### src/verilog/prr_pkg.sv
package prr_pkg;

  // Widths of the external bus, the accumulator pair and the stack.
  localparam int ADDR_W = 16;
  localparam int DATA_W = 16;
  localparam int ACC_W = 32;
  localparam int STACK_DEPTH = 8;
  localparam int WAIT_W = 3;
  localparam int REG_SEL_W = 4;
  localparam int NREG = 11;

  // Indices of the working registers; the shadow copy uses the same ones.
  localparam logic [3:0] IDX_ACCUM = 4'h0;
  localparam logic [3:0] IDX_SUM_BUFFER = 4'h1;
  localparam logic [3:0] IDX_PRODUCT = 4'h2;
  localparam logic [3:0] IDX_STATUS_ZERO = 4'h3;
  localparam logic [3:0] IDX_STATUS_ONE = 4'h4;
  localparam logic [3:0] IDX_MODE_STATUS = 4'h5;
  localparam logic [3:0] IDX_AUX_COMPARE = 4'h6;
  localparam logic [3:0] IDX_INDEX = 4'h7;
  localparam logic [3:0] IDX_MULTIPLICAND = 4'h8;
  localparam logic [3:0] IDX_SHIFT_COUNT = 4'h9;
  localparam logic [3:0] IDX_BIT_SELECT = 4'hA;

  // Flag positions inside the two status words.
  localparam int ST0_OV_BIT = 12;
  localparam int ST1_TC_BIT = 11;
  localparam int ST1_CARRY_BIT = 9;
  localparam int ST1_XF_BIT = 4;

  // Reset values and fixed steps.
  localparam logic [ACC_W-1:0] REG_RESET = 32'h00000000;
  localparam logic [ACC_W-1:0] WIDE_MASK = 32'hFFFFFFFF;
  localparam logic [ACC_W-1:0] NARROW_MASK = 32'h0000FFFF;
  localparam logic [15:0] PC_RESET = 16'h0000;
  localparam logic [15:0] ONE_WORD = 16'h0001;
  localparam logic [15:0] TWO_WORDS = 16'h0002;
  localparam logic [15:0] PORT_STEP = 16'h0001;
  localparam logic [15:0] COUNT_STEP = 16'h0001;
  localparam logic [15:0] HALF_ZERO = 16'h0000;
  localparam logic [1:0] DELAY_WORDS = 2'h2;

  // Test-pin / test-control selector of a conditional return.
  localparam logic [1:0] TP_BIO = 2'h0;
  localparam logic [1:0] TP_TC = 2'h1;
  localparam logic [1:0] TP_NTC = 2'h2;
  localparam logic [1:0] TP_NONE = 2'h3;

  typedef enum logic [2:0] {
    OP_PORT_WRITE,
    OP_INT_RETURN,
    OP_COND_RETURN,
    OP_COND_RETURN_DLY,
    OP_ROT_LEFT,
    OP_ROT_RIGHT,
    OP_STACK_POP,
    OP_REPEAT
  } prr_op_t;

endpackage

### src/verilog/prr_exec.sv
`timescale 1ns/1ps
// Function
// - Port write drives port address and data word onto external buses.
// - Repeated port write steps port address by one and counts repeats down.
// - I/O space select is driven low during a port write.
// - Strobe and write level follow a data write; ready stretches it.
// - A port write lasts three cycles plus configured wait states.
// - Port write takes a 16-bit second-word operand; PC advances two.
// - Interrupt return loads PC from stack top and pops once.
// - Interrupt return copies shadow values back into working registers.
// - Shadowed set is accumulator, buffer, product, status, mode, aux, temps.
// - External flag bit is neither saved nor restored by shadowing.
// - Left rotate turns the 65-bit carry chain; sign extension ignored.
// - Left rotate puts the old accumulator top bit into carry.
// - Left rotate: carry into buffer bit 0, buffer top into accumulator.
// - A repeat instruction is never itself repeated.
module prr_exec
  import prr_pkg::*;
#(
  parameter int STACK_LEVELS = STACK_DEPTH,
  parameter int WAIT_BITS = WAIT_W
) (
  input wire logic CORE_CLK,
  input wire logic RST,
  input wire logic OP_VALID,
  output logic OP_READY,
  input wire prr_pkg::prr_op_t OP_CODE,
  input wire logic [prr_pkg::ADDR_W-1:0] OP_OPERAND,
  input wire logic [3:0] OP_COND_MASK,
  input wire logic [3:0] OP_COND_VAL,
  input wire logic [1:0] OP_COND_TP,
  input wire logic [prr_pkg::DATA_W-1:0] OP_DATA,
  output logic DATA_NEXT,
  input wire logic [WAIT_BITS-1:0] WAIT_STATES,
  input wire logic INT_TAKE,
  input wire logic [prr_pkg::ADDR_W-1:0] INT_VECTOR,
  input wire logic REG_WR,
  input wire logic [prr_pkg::REG_SEL_W-1:0] REG_SEL,
  input wire logic [prr_pkg::ACC_W-1:0] REG_WDATA,
  output logic [prr_pkg::ACC_W-1:0] REG_RD_DATA,
  output logic [prr_pkg::ADDR_W-1:0] PC_OUT,
  output logic [prr_pkg::ADDR_W-1:0] STACK_TOP,
  output logic XF_OUT,
  output logic [prr_pkg::ADDR_W-1:0] ADDR_BUS,
  output logic [prr_pkg::DATA_W-1:0] DATA_BUS_O,
  output logic DATA_BUS_OE,
  output logic IO_SPACE_SELECT_N,
  output logic EXTERNAL_STROBE_N,
  output logic RW,
  input wire logic READY,
  input wire logic BIO_N
);

  import prr_pkg::*;

  typedef enum logic [2:0] {
    ST_IDLE, ST_EXEC, ST_OUT_ADDR, ST_OUT_EXTERNAL_STROBE, ST_OUT_END
  } prr_state_t;

  if (STACK_LEVELS < 2 || WAIT_BITS < 1) begin : g_chk
    $error("prr_exec parameters out of range");
  end

  prr_state_t state_q, state_d;
  prr_op_t op_q, op_d;
  logic [15:0] opnd_q, opnd_d, port_q, port_d, rpt_q, rpt_d;
  logic [15:0] pc_q, pc_d, tgt_q, tgt_d, addr_q, addr_d, dout_q, dout_d;
  logic [3:0] cmask_q, cmask_d, cval_q, cval_d;
  logic [1:0] ctp_q, ctp_d, dly_q, dly_d, words;
  logic [WAIT_BITS-1:0] wait_q, wait_d;
  logic [ACC_W-1:0] wr_q [NREG];
  logic [ACC_W-1:0] wr_d [NREG];
  logic [ACC_W-1:0] sh_q [NREG];
  logic [ACC_W-1:0] sh_d [NREG];
  logic [ACC_W-1:0] rd_q, rd_d, acc, sum_buffer_register;
  logic oe_q, oe_d, ios_q, ios_d, stb_q, stb_d, rw_q, rw_d, bus_on;
  logic push, pop, carry, take_ok;
  logic [15:0] top;
  logic ready_m, ready_s, bio_m, bio_s;

  // Both pins come from outside the core clock, so each passes two stages.
  always_ff @(posedge CORE_CLK or posedge RST) begin
    if (RST) begin
      ready_m <= 1'b0;
      ready_s <= 1'b0;
      bio_m <= 1'b1;
      bio_s <= 1'b1;
    end else begin
      ready_m <= READY;
      ready_s <= ready_m;
      bio_m <= BIO_N;
      bio_s <= bio_m;
    end
  end

  prr_stack #(
    .DEPTH(STACK_LEVELS),
    .WIDTH(ADDR_W)
  ) u_stack (
    .clk(CORE_CLK),
    .rst(RST),
    .push(push),
    .pop(pop),
    .push_data(pc_q),
    .top(top)
  );

  // Condition test: masked ZLVC compare plus the test-pin selector.
  function automatic logic cond_ok(input logic [3:0] m, input logic [3:0] v,
      input logic [1:0] tp, input logic [3:0] f, input logic tc,
      input logic bio_low);
    logic tpok;
    unique case (tp)
      TP_BIO: tpok = bio_low;
      TP_TC: tpok = tc;
      TP_NTC: tpok = !tc;
      TP_NONE: tpok = 1'b1;
    endcase
    return (((f ^ v) & m) == 4'h0) && tpok;
  endfunction

  assign acc = wr_q[IDX_ACCUM];
  assign sum_buffer_register = wr_q[IDX_SUM_BUFFER];
  assign carry = wr_q[IDX_STATUS_ONE][ST1_CARRY_BIT];
  assign take_ok = cond_ok(cmask_q, cval_q, ctp_q,
      {acc == REG_RESET, acc[ACC_W-1],
       wr_q[IDX_STATUS_ZERO][ST0_OV_BIT], carry},
      wr_q[IDX_STATUS_ONE][ST1_TC_BIT], !bio_s);

  ////////////////////////////////////////////////////////////////////////////
  // Next-state logic for the sequencer, register file and bus pins.
  always_comb begin
    state_d = state_q;
    op_d = op_q;
    opnd_d = opnd_q;
    port_d = port_q;
    rpt_d = rpt_q;
    pc_d = pc_q;
    tgt_d = tgt_q;
    dly_d = dly_q;
    cmask_d = cmask_q;
    cval_d = cval_q;
    ctp_d = ctp_q;
    wait_d = wait_q;
    addr_d = addr_q;
    dout_d = dout_q;
    wr_d = wr_q;
    sh_d = sh_q;
    push = 1'b0;
    pop = 1'b0;
    words = (OP_CODE == OP_PORT_WRITE) ? 2'h2 : 2'h1;
    rd_d = (REG_SEL < REG_SEL_W'(NREG)) ? wr_q[REG_SEL] : REG_RESET;
    unique case (state_q)
      ST_IDLE: begin
        if (OP_VALID) begin
          op_d = OP_CODE;
          opnd_d = OP_OPERAND;
          cmask_d = OP_COND_MASK;
          cval_d = OP_COND_VAL;
          ctp_d = OP_COND_TP;
          // A pending delayed return lands once two words have been taken.
          if (dly_q != 2'h0 && words >= dly_q) begin
            pc_d = tgt_q;
            dly_d = 2'h0;
          end else begin
            pc_d = pc_q + ((words == 2'h2) ? TWO_WORDS : ONE_WORD);
            dly_d = (dly_q != 2'h0) ? dly_q - words : 2'h0;
          end
          if (OP_CODE == OP_PORT_WRITE) begin
            port_d = OP_OPERAND;
            addr_d = OP_OPERAND;
            dout_d = OP_DATA;
            state_d = ST_OUT_ADDR;
          end else begin
            state_d = ST_EXEC;
          end
        end else if (INT_TAKE) begin
          push = 1'b1;
          pc_d = INT_VECTOR;
          sh_d = wr_q;
          sh_d[IDX_STATUS_ONE][ST1_XF_BIT] = 1'b0;
        end else if (REG_WR && REG_SEL < REG_SEL_W'(NREG)) begin
          wr_d[REG_SEL] = REG_WDATA &
              ((REG_SEL <= IDX_PRODUCT) ? WIDE_MASK : NARROW_MASK);
        end
      end
      ST_EXEC: begin
        unique case (op_q)
          OP_PORT_WRITE: begin
          end
          OP_INT_RETURN: begin
            pc_d = top;
            pop = 1'b1;
            wr_d = sh_q;
            wr_d[IDX_STATUS_ONE][ST1_XF_BIT] =
                wr_q[IDX_STATUS_ONE][ST1_XF_BIT];
          end
          OP_COND_RETURN: begin
            if (take_ok) begin
              pc_d = top;
              pop = 1'b1;
            end
          end
          OP_COND_RETURN_DLY: begin
            if (take_ok) begin
              tgt_d = top;
              pop = 1'b1;
              dly_d = DELAY_WORDS;
            end
          end
          OP_ROT_LEFT: begin
            // Sign extension plays no part in either rotate.
            wr_d[IDX_STATUS_ONE][ST1_CARRY_BIT] = acc[ACC_W-1];
            wr_d[IDX_ACCUM] = {acc[ACC_W-2:0], sum_buffer_register[ACC_W-1]};
            wr_d[IDX_SUM_BUFFER] = {sum_buffer_register[ACC_W-2:0], carry};
          end
          OP_ROT_RIGHT: begin
            wr_d[IDX_STATUS_ONE][ST1_CARRY_BIT] = sum_buffer_register[0];
            wr_d[IDX_ACCUM] = {carry, acc[ACC_W-1:1]};
            wr_d[IDX_SUM_BUFFER] = {acc[0], sum_buffer_register[ACC_W-1:1]};
          end
          OP_STACK_POP: begin
            wr_d[IDX_ACCUM] = {HALF_ZERO, top};
            pop = 1'b1;
          end
          OP_REPEAT: rpt_d = opnd_q;
        endcase
        // A repeat loads the count and leaves; it never loops on itself.
        if (op_q != OP_REPEAT && rpt_q != HALF_ZERO) begin
          rpt_d = rpt_q - COUNT_STEP;
        end else begin
          state_d = ST_IDLE;
        end
      end
      ST_OUT_ADDR: begin
        wait_d = WAIT_STATES;
        state_d = ST_OUT_EXTERNAL_STROBE;
      end
      ST_OUT_EXTERNAL_STROBE: begin
        // Configured waits first, then the peripheral may stretch further.
        if (wait_q != '0) begin
          wait_d = wait_q - WAIT_BITS'(1);
        end else if (ready_s) begin
          state_d = ST_OUT_END;
        end
      end
      ST_OUT_END: begin
        if (rpt_q != HALF_ZERO) begin
          rpt_d = rpt_q - COUNT_STEP;
          port_d = port_q + PORT_STEP;
          addr_d = port_q + PORT_STEP;
          dout_d = OP_DATA;
          state_d = ST_OUT_ADDR;
        end else begin
          state_d = ST_IDLE;
        end
      end
    endcase
    // Pins are registered from the next state so they carry no glitches.
    bus_on = (state_d == ST_OUT_ADDR) || (state_d == ST_OUT_EXTERNAL_STROBE) ||
        (state_d == ST_OUT_END);
    ios_d = !bus_on;
    rw_d = !bus_on;
    oe_d = bus_on;
    stb_d = (state_d != ST_OUT_EXTERNAL_STROBE);
  end

  always_ff @(posedge CORE_CLK or posedge RST) begin
    if (RST) begin
      state_q <= ST_IDLE;
      op_q <= OP_PORT_WRITE;
      opnd_q <= '0;
      port_q <= '0;
      rpt_q <= '0;
      pc_q <= PC_RESET;
      tgt_q <= PC_RESET;
      dly_q <= '0;
      cmask_q <= '0;
      cval_q <= '0;
      ctp_q <= TP_NONE;
      wait_q <= '0;
      addr_q <= '0;
      dout_q <= '0;
      rd_q <= REG_RESET;
      oe_q <= 1'b0;
      ios_q <= 1'b1;
      stb_q <= 1'b1;
      rw_q <= 1'b1;
      for (int i = 0; i < NREG; i++) begin
        wr_q[i] <= REG_RESET;
        sh_q[i] <= REG_RESET;
      end
    end else begin
      state_q <= state_d;
      op_q <= op_d;
      opnd_q <= opnd_d;
      port_q <= port_d;
      rpt_q <= rpt_d;
      pc_q <= pc_d;
      tgt_q <= tgt_d;
      dly_q <= dly_d;
      cmask_q <= cmask_d;
      cval_q <= cval_d;
      ctp_q <= ctp_d;
      wait_q <= wait_d;
      addr_q <= addr_d;
      dout_q <= dout_d;
      rd_q <= rd_d;
      oe_q <= oe_d;
      ios_q <= ios_d;
      stb_q <= stb_d;
      rw_q <= rw_d;
      wr_q <= wr_d;
      sh_q <= sh_d;
    end
  end

  ////////////////////////////////////////////////////////////////////////////
  // Outputs; the data word is taken again whenever a repeated write restarts.
  assign OP_READY = (state_q == ST_IDLE);
  assign DATA_NEXT = (state_q == ST_OUT_END) && (rpt_q != HALF_ZERO);
  assign REG_RD_DATA = rd_q;
  assign PC_OUT = pc_q;
  assign STACK_TOP = top;
  assign XF_OUT = wr_q[IDX_STATUS_ONE][ST1_XF_BIT];
  assign ADDR_BUS = addr_q;
  assign DATA_BUS_O = dout_q;
  assign DATA_BUS_OE = oe_q;
  assign IO_SPACE_SELECT_N = ios_q;
  assign EXTERNAL_STROBE_N = stb_q;
  assign RW = rw_q;
endmodule

### src/verilog/prr_stack.sv
`timescale 1ns/1ps
module prr_stack #(
  parameter int DEPTH = 8,
  parameter int WIDTH = 16
) (
  input wire logic clk,
  input wire logic rst,
  input wire logic push,
  input wire logic pop,
  input wire logic [WIDTH-1:0] push_data,
  output logic [WIDTH-1:0] top
);

  logic [WIDTH-1:0] lvl_q [DEPTH];
  logic [WIDTH-1:0] lvl_d [DEPTH];

  if (DEPTH < 2) begin : g_chk
    $error("prr_stack needs at least two levels");
  end

  // A pop moves every level up and leaves the bottom entry duplicated.
  always_comb begin
    lvl_d = lvl_q;
    if (push) begin
      for (int i = DEPTH - 1; i > 0; i--) begin
        lvl_d[i] = lvl_q[i-1];
      end
      lvl_d[0] = push_data;
    end else if (pop) begin
      for (int i = 0; i < DEPTH - 1; i++) begin
        lvl_d[i] = lvl_q[i+1];
      end
    end
  end

  always_ff @(posedge clk or posedge rst) begin
    if (rst) begin
      for (int i = 0; i < DEPTH; i++) begin
        lvl_q[i] <= '0;
      end
    end else begin
      lvl_q <= lvl_d;
    end
  end

  assign top = lvl_q[0];

endmodule

### config.mk
export PLATFORM = sky130hd
export DESIGN_NAME = prr_exec
export DESIGN_NICKNAME = d
export VERILOG_FILES = /design/src/verilog/prr_pkg.sv /design/src/verilog/prr_exec.sv /design/src/verilog/prr_stack.sv
export SDC_FILE = /design/constraint.sdc
export NUM_CORES = 2
export LEC_CHECK = 0
export BUFFER_PORTS_ARGS = -buffer_cell sky130_fd_sc_hd__buf_4
export CAP_MARGIN = 20
export CORE_MARGIN = 3
export CORE_UTILIZATION = 45
export DETAILED_ROUTE_END_ITERATION = 10
export GPL_ROUTABILITY_DRIVEN = 0
export SLEW_MARGIN = 20
export SYNTH_ARGS = -nofsm -noshare
export SYNTH_HDL_FRONTEND = slang
export SYNTH_SLANG_ARGS = --single-unit
### constraint.sdc
create_clock -name CORE_CLK -period 40.5 [get_ports CORE_CLK]
set_clock_uncertainty 0.1 [all_clocks]
set_input_delay 8.1 -clock CORE_CLK [delete_from_list [all_inputs] [get_ports CORE_CLK]]
set_output_delay 8.1 -clock CORE_CLK [all_outputs]
set_load 0.02 [all_outputs]
# Yosys cells after proc, flatten, opt, wreduce, memory -nomap -nowiden

Index checks and enable logic that the tools add are counted.
Widths: inputs -> output; s select.

Register bits after elaboration: 987
Word-level logic and storage cells: 205
Output and inout port bits: 103
RAM bits: 0
Memories kept: 0
Latch bits: 0
Bits in read-only memories: 0

Shifts and indexed selects: 0
Bitwise gates (word level): 7
Add/sub/neg operators: 5
Mux-type cells: 61
Div/mod/pow operators: 0
Eq/ne operators: 36
Reduce and logical (&&, ||, !) cells: 38
$lt $le $gt $ge: 5
$mul: 0

Operator list:

| kind                  | count |
|---|---|
| $mux 352              | 3 |
| $pmux 352 s2          | 1 |
| $bwmux 352            | 1 |
| $mux 112              | 2 |
| $mux 16               | 13 |
| $mux 201              | 1 |
| $mux 32               | 5 |
| $pmux 16 s2           | 5 |
| $bmux 32 s4           | 1 |
| $demux 32 s4          | 1 |
| $pmux 32 s4           | 1 |
| $pmux 32 s3           | 1 |
| $mux 86               | 1 |
| $and 32x32->32        | 1 |
| $logic_not 32->1      | 1 |
| $reduce_and 5->1      | 4 |
| $eq 3x2->1 const B    | 6 |
| $eq 3x3->1 const B    | 6 |
| $mux 2                | 9 |
| $add 16x1->16 const B | 1 |
| $add 16x2->16         | 1 |
| $reduce_bool 16->1    | 1 |
| $sub 16x1->16 const B | 1 |
| $mux 3                | 5 |
| other kinds (40)      | 80 |

# Depth between registers and ports, before layout

Depth after elaboration: 10
Gate-level depth with buffers: 12
Depth with buffers taken out: 10

# Modules after synthesis

Synthesis repeated with hierarchy kept, for this count alone.

Cell total of the unflattened synthesis: 4890
Area, all modules: 45696.3 sq um

By module, submodules not included:

| module    | area an instance (sq um) | cells each | times used | sequential area each (sq um) |
|---|---|---|---|---|
| prr_exec  | 39746.9                  | 4353       | 1          | 21503.1 |
| prr_stack | 5949.5                   | 537        | 1          | 3203.1 |

# Worst setup path after synthesis

OpenSTA, ideal clock, no wires.

Kind: input to register
Start: in OP_CODE[1]
End: reg pc_q[8], in the netlist PC_OUT[8]
Stages: 12
Setup time: 80 ps
Required time: 40320 ps
Arrival: 10527 ps
Path slack: 29793 ps
Buffers on the path: 2
Path through: or3_1 -> ha_1 -> inv_1 -> fa_1 -> a21boi_0 -> or2_2 -> clkbuf_1 -> buf_1 -> nor2_1 -> a311oi_1 -> o22ai_1 -> a2bb2oi_1

Longest elaborated chain between the ends: 8
Elaborated cells on any way between the ends: 10

RTL lines:

| item                 | line            | RTL |
|---|---|---|
| start, declared      | prr_exec.sv:27  | `input wire prr_pkg::prr_op_t OP_CODE,` |
| $logic_not 3->1 (*)  | prr_exec.sv:151 | `words = (OP_CODE == OP_PORT_WRITE) ? 2'h2 : 2'h1;` |
| $mux 2 (*)           | prr_exec.sv:151 |  |
| $eq 2x2->1           | prr_exec.sv:166 | `pc_d = pc_q + ((words == 2'h2) ? TWO_WORDS : ONE_WORD);` |
| $mux 2               | prr_exec.sv:166 |  |
| $add 16x2->16        | prr_exec.sv:166 |  |
| $mux 16 (*)          | prr_exec.sv:162 | `if (dly_q != 2'h0 && words >= dly_q) begin` |
| $mux 16 (*)          | prr_exec.sv:155 | `if (OP_VALID) begin` |
| $pmux 16 s2 (*)      | prr_exec.sv:153 | `unique case (state_q)` |
| end signal, assigned | prr_exec.sv:299 | `pc_q <= pc_d;` |
| end, declared        | prr_exec.sv:67  | `logic [15:0] pc_q, pc_d, tgt_q, tgt_d, addr_q, addr_d, dout_q, dout_d;` |

Mark *: on every way between the ends. The rest lies on a longest branch, timed or not.
A chain may end at the register's enable or synchronous reset.

# Final worst setup path

Start: in OP_VALID
End: reg sh_q[113] (netlist name)

Longest elaborated chain between the ends: 2

RTL lines:

| item                              | line            | RTL |
|---|---|---|
| start, declared                   | prr_exec.sv:25  | `input wire logic OP_VALID,` |
| $not 1->1 (no source line)        | n/a             |  |
| $reduce_and 3->1 (no source line) | n/a             |  |
| end signal, assigned by index     | prr_exec.sv:291 | `sh_q[i] <= REG_RESET;` |
| end signal, assigned              | prr_exec.sv:314 | `sh_q <= sh_d;` |
| end, declared                     | prr_exec.sv:73  | `logic [ACC_W-1:0] sh_q [NREG];` |

Every way passes these cells.

==> impl_metrics.ini <==
[synth]
async_flop_share_pct = 100.0
synth_edf_count = 0
synth_compound_area_share_pct = 15.95
syn-num-nets = 5045
post_synth_num_cell_types = 80
ys_warn_count = 0
yosysSeqAreaShare_pct = 53.93
synth_ff_type = dfrtp_1
synth_mux_area_share_pct = 6.758
postSynthAreaPerCell_sq_um = 9.295
syn_area_sq_um = 45810
synth_top_family_by_area = simple AND/OR/NAND/NOR gates
ys_ff_latch = 987
synth_fa_ha_area_share_pct = 0.3059
synth_simple_gate_area_share_pct = 18.67
synthCells = 4928
synth_xor_area_share_pct = 0.2677

[finish]
final_layout_size_suffix_gt1_share_pct = 12.30
area_growth_pct = 13.15
nNetsFinal = 5017
post-route-util_pct = 51.53
layout_common_cells = nand2_1 (1749), dfrtp_1 (979), o21ai_0 (329)
final_common_cell = nand2_1

[clock_tree]
cts_tree = done
cts.sinks = 987
clkSlewWorstSetupHoldPaths_ps = 60
cts.path.max_buffers = 3
htreeDepth = 3
ctsResizeCount = 0
cts_setup_buffers = 0
cts-root-buf = clkbuf_16
hold_buffers = 0
clkLatencyLatePin_ps = 720
cts-buffers-inserted = 107

[worst_setup_path]
crit_fanout = 181
cp-end-kind = flip-flop
arrival_ps = 12250
path_class = input port to flip-flop
cp.required_ps = 41020
cp-start-kind = input port

[route]
first_pass_iters = 6
num_vias = 36930
ant_nets = 0
post-route-drc-count = 0
wl_per_cell_microns = 21.89
vias_per_cell = 5.812
drt_iter0_drc = 3771
wl_microns = 139100

[timing]
period_needed_ps = 11730
finalSetupViolations = 0
worst_pin_slew_ps = 1134
hold_viol = 0
hold_ws_ps = 258.4
finalCritPeriodShare_pct = 28.96
fmax_mhz = 85.27
finalMaxSlewViolations = 0
setup_ws_ps = 28770
maxSlewHeadroom_pct = 23.61
finalSetupTns_ps = 0
rsz0062_at_grt = false

[placement]
dpl.hpwl_microns = 82120
numPortBuffers = 209
dp_slack_ps = 28060

[die]
start_util_pct = 45.54
die-area_sq_um = 105700
core_sq_um = 100600
die_y_microns = 325.1
rows = 116
pin_count = 210
die_w_microns = 325.1

[global_route]
first_global_vias = 35230
grt_max_degree = 185
grt_pass1_wl_microns = 217400
antenna_found_initial = 11
track_usage_pct = 25.85
overflow = 0

[power_and_ir_drop]
pwr-share-clk_pct = 30.9
ir_drop_v = 0.00005772
p_sw_uw = 1219
p_int_uw = 2122
power_density_nw_per_um2 = 64.46
seq_power_share_pct = 42.1
p_leak_uw = 0.02581
comb_power_share_pct = 27.1
netSwitchingFraction_pct = 36.48

[status]
run_status = complete, no violations

[worst_hold_path]
min_path_type = flip-flop to flip-flop

[flow_run]
cap_violations = 0
-- power by group through the flow --
stage / Sequential (uW) / Combinational [uW] / Clock [uW]
after floorplan: 1370 / 618 / 0
after global placement: 1410 / 888 / 0
after detailed placement: 1410 / 900 / 0
after CTS: 1400 / 902 / 1050
after global routing: 1430 / 995 / 1090
final: 1410 / 905 / 1030
-- Yosys cell counts, types with 64 or more instances --
| library cell | instances | area, sq um |
|---|---|---|
| a22oi_1 | 96 | 720.7 |
| nor2_1 | 127 | 476.7 |
| a21oi_1 | 219 | 1096 |
| clkbuf_1 | 310 | 1164 |
| dfrtp_1 | 981 | 24550 |
| nand3_1 | 119 | 595.6 |
| a221o_1 | 96 | 960.9 |
| o22ai_1 | 110 | 688.2 |
| nand2_1 | 1751 | 6573 |
| o211a_1 | 96 | 960.9 |
| o21ai_0 | 334 | 1672 |
| mux2i_1 | 118 | 1181 |
| mux4_2 | 64 | 1441 |
-- path summary, 6_finish.rpt --
check | cells past startpoint | to | slack, ps | from
max | 8 | sh_q[113] | 28770 | OP_VALID
min | 0 | bio_s | 260 | bio_m
max reg2reg | 8 | sh_q[113] | 36010 | state_q[1]
min reg2reg | 0 | bio_s | 260 | bio_m
max in group asynchronous | 5 | sh_q[211] | 29590 | RST
min in group asynchronous | 2 | tgt_q[12] | 7450 | RST
-- state kept, by name (all words and copies together) (netlist names), 2 cells and up --
name	count
ADDR_BUS	16
acc	32
state_q	3
REG_RD_DATA	32
dly_q	2
cmask_q	4
DATA_BUS_O	16
sh_q	351
PC_OUT	16
wait_q	3
u_stack.top	16
tgt_q	16
ctp_q	2
opnd_q	16
op_q	3
u_stack.lvl_q	112
cval_q	4
wr_q	286
rpt_q	16
sum_buffer_register	32
-- critical path, stage by stage --
cell and delay [ps]:
buf_4 250, inv_1 390, nand3_4 720, buf_12 650, buf_4 890, buf_4 890
nand2_1 130, nand2_1 100
-- metrics by stage --
step | total power, uW | std cells | instance area [sq um]
after floorplan | 1984 | 4928 | 45810
after global placement | 2300 | 6148 | 48070
after detailed placement | 2315 | 6148 | 48070
after CTS | 3351 | 6348 | 51800
after global routing | 3515 | 6351 | 51820
final | 3341 | 6354 | 51830
-- cell type report --
cell class                      instances  area, sq um
Sequential cell                       987        24710
Fill cell                            9144        48750
Antenna cell                            6        15.01
Multi-Input combinational cell       3485        19380
Tap cell                             1357         1698
Clock buffer                          156         3182
Timing Repair Buffer                  275         2126
Inverter                               44        172.7
Clock inverter                         44        549.3
-- per-layer routing --
layer | vias to the layer above | global-route usage, % | wire [microns]
met1 | 18610 | 37.31 | 61240
met3 | 243 | 5.052 | 9796
li1 | 16830 | - | -
met2 | 1250 | 39.72 | 63960
met5 | - | 0 | 13
met4 | 2 | 7.575 | 4094
-- logic make-up (layout without fill, tap and decap cells) --
logic type,Yosys count,in the layout
fa+ha+maj,10,10
xor+xnor,14,14
buf+inv,456,519
compound gates,1099,1099
simple gates,2138,2138
other cells,0,6
flops,987,987
mux,224,224
(Power assumes the default switching activity.)
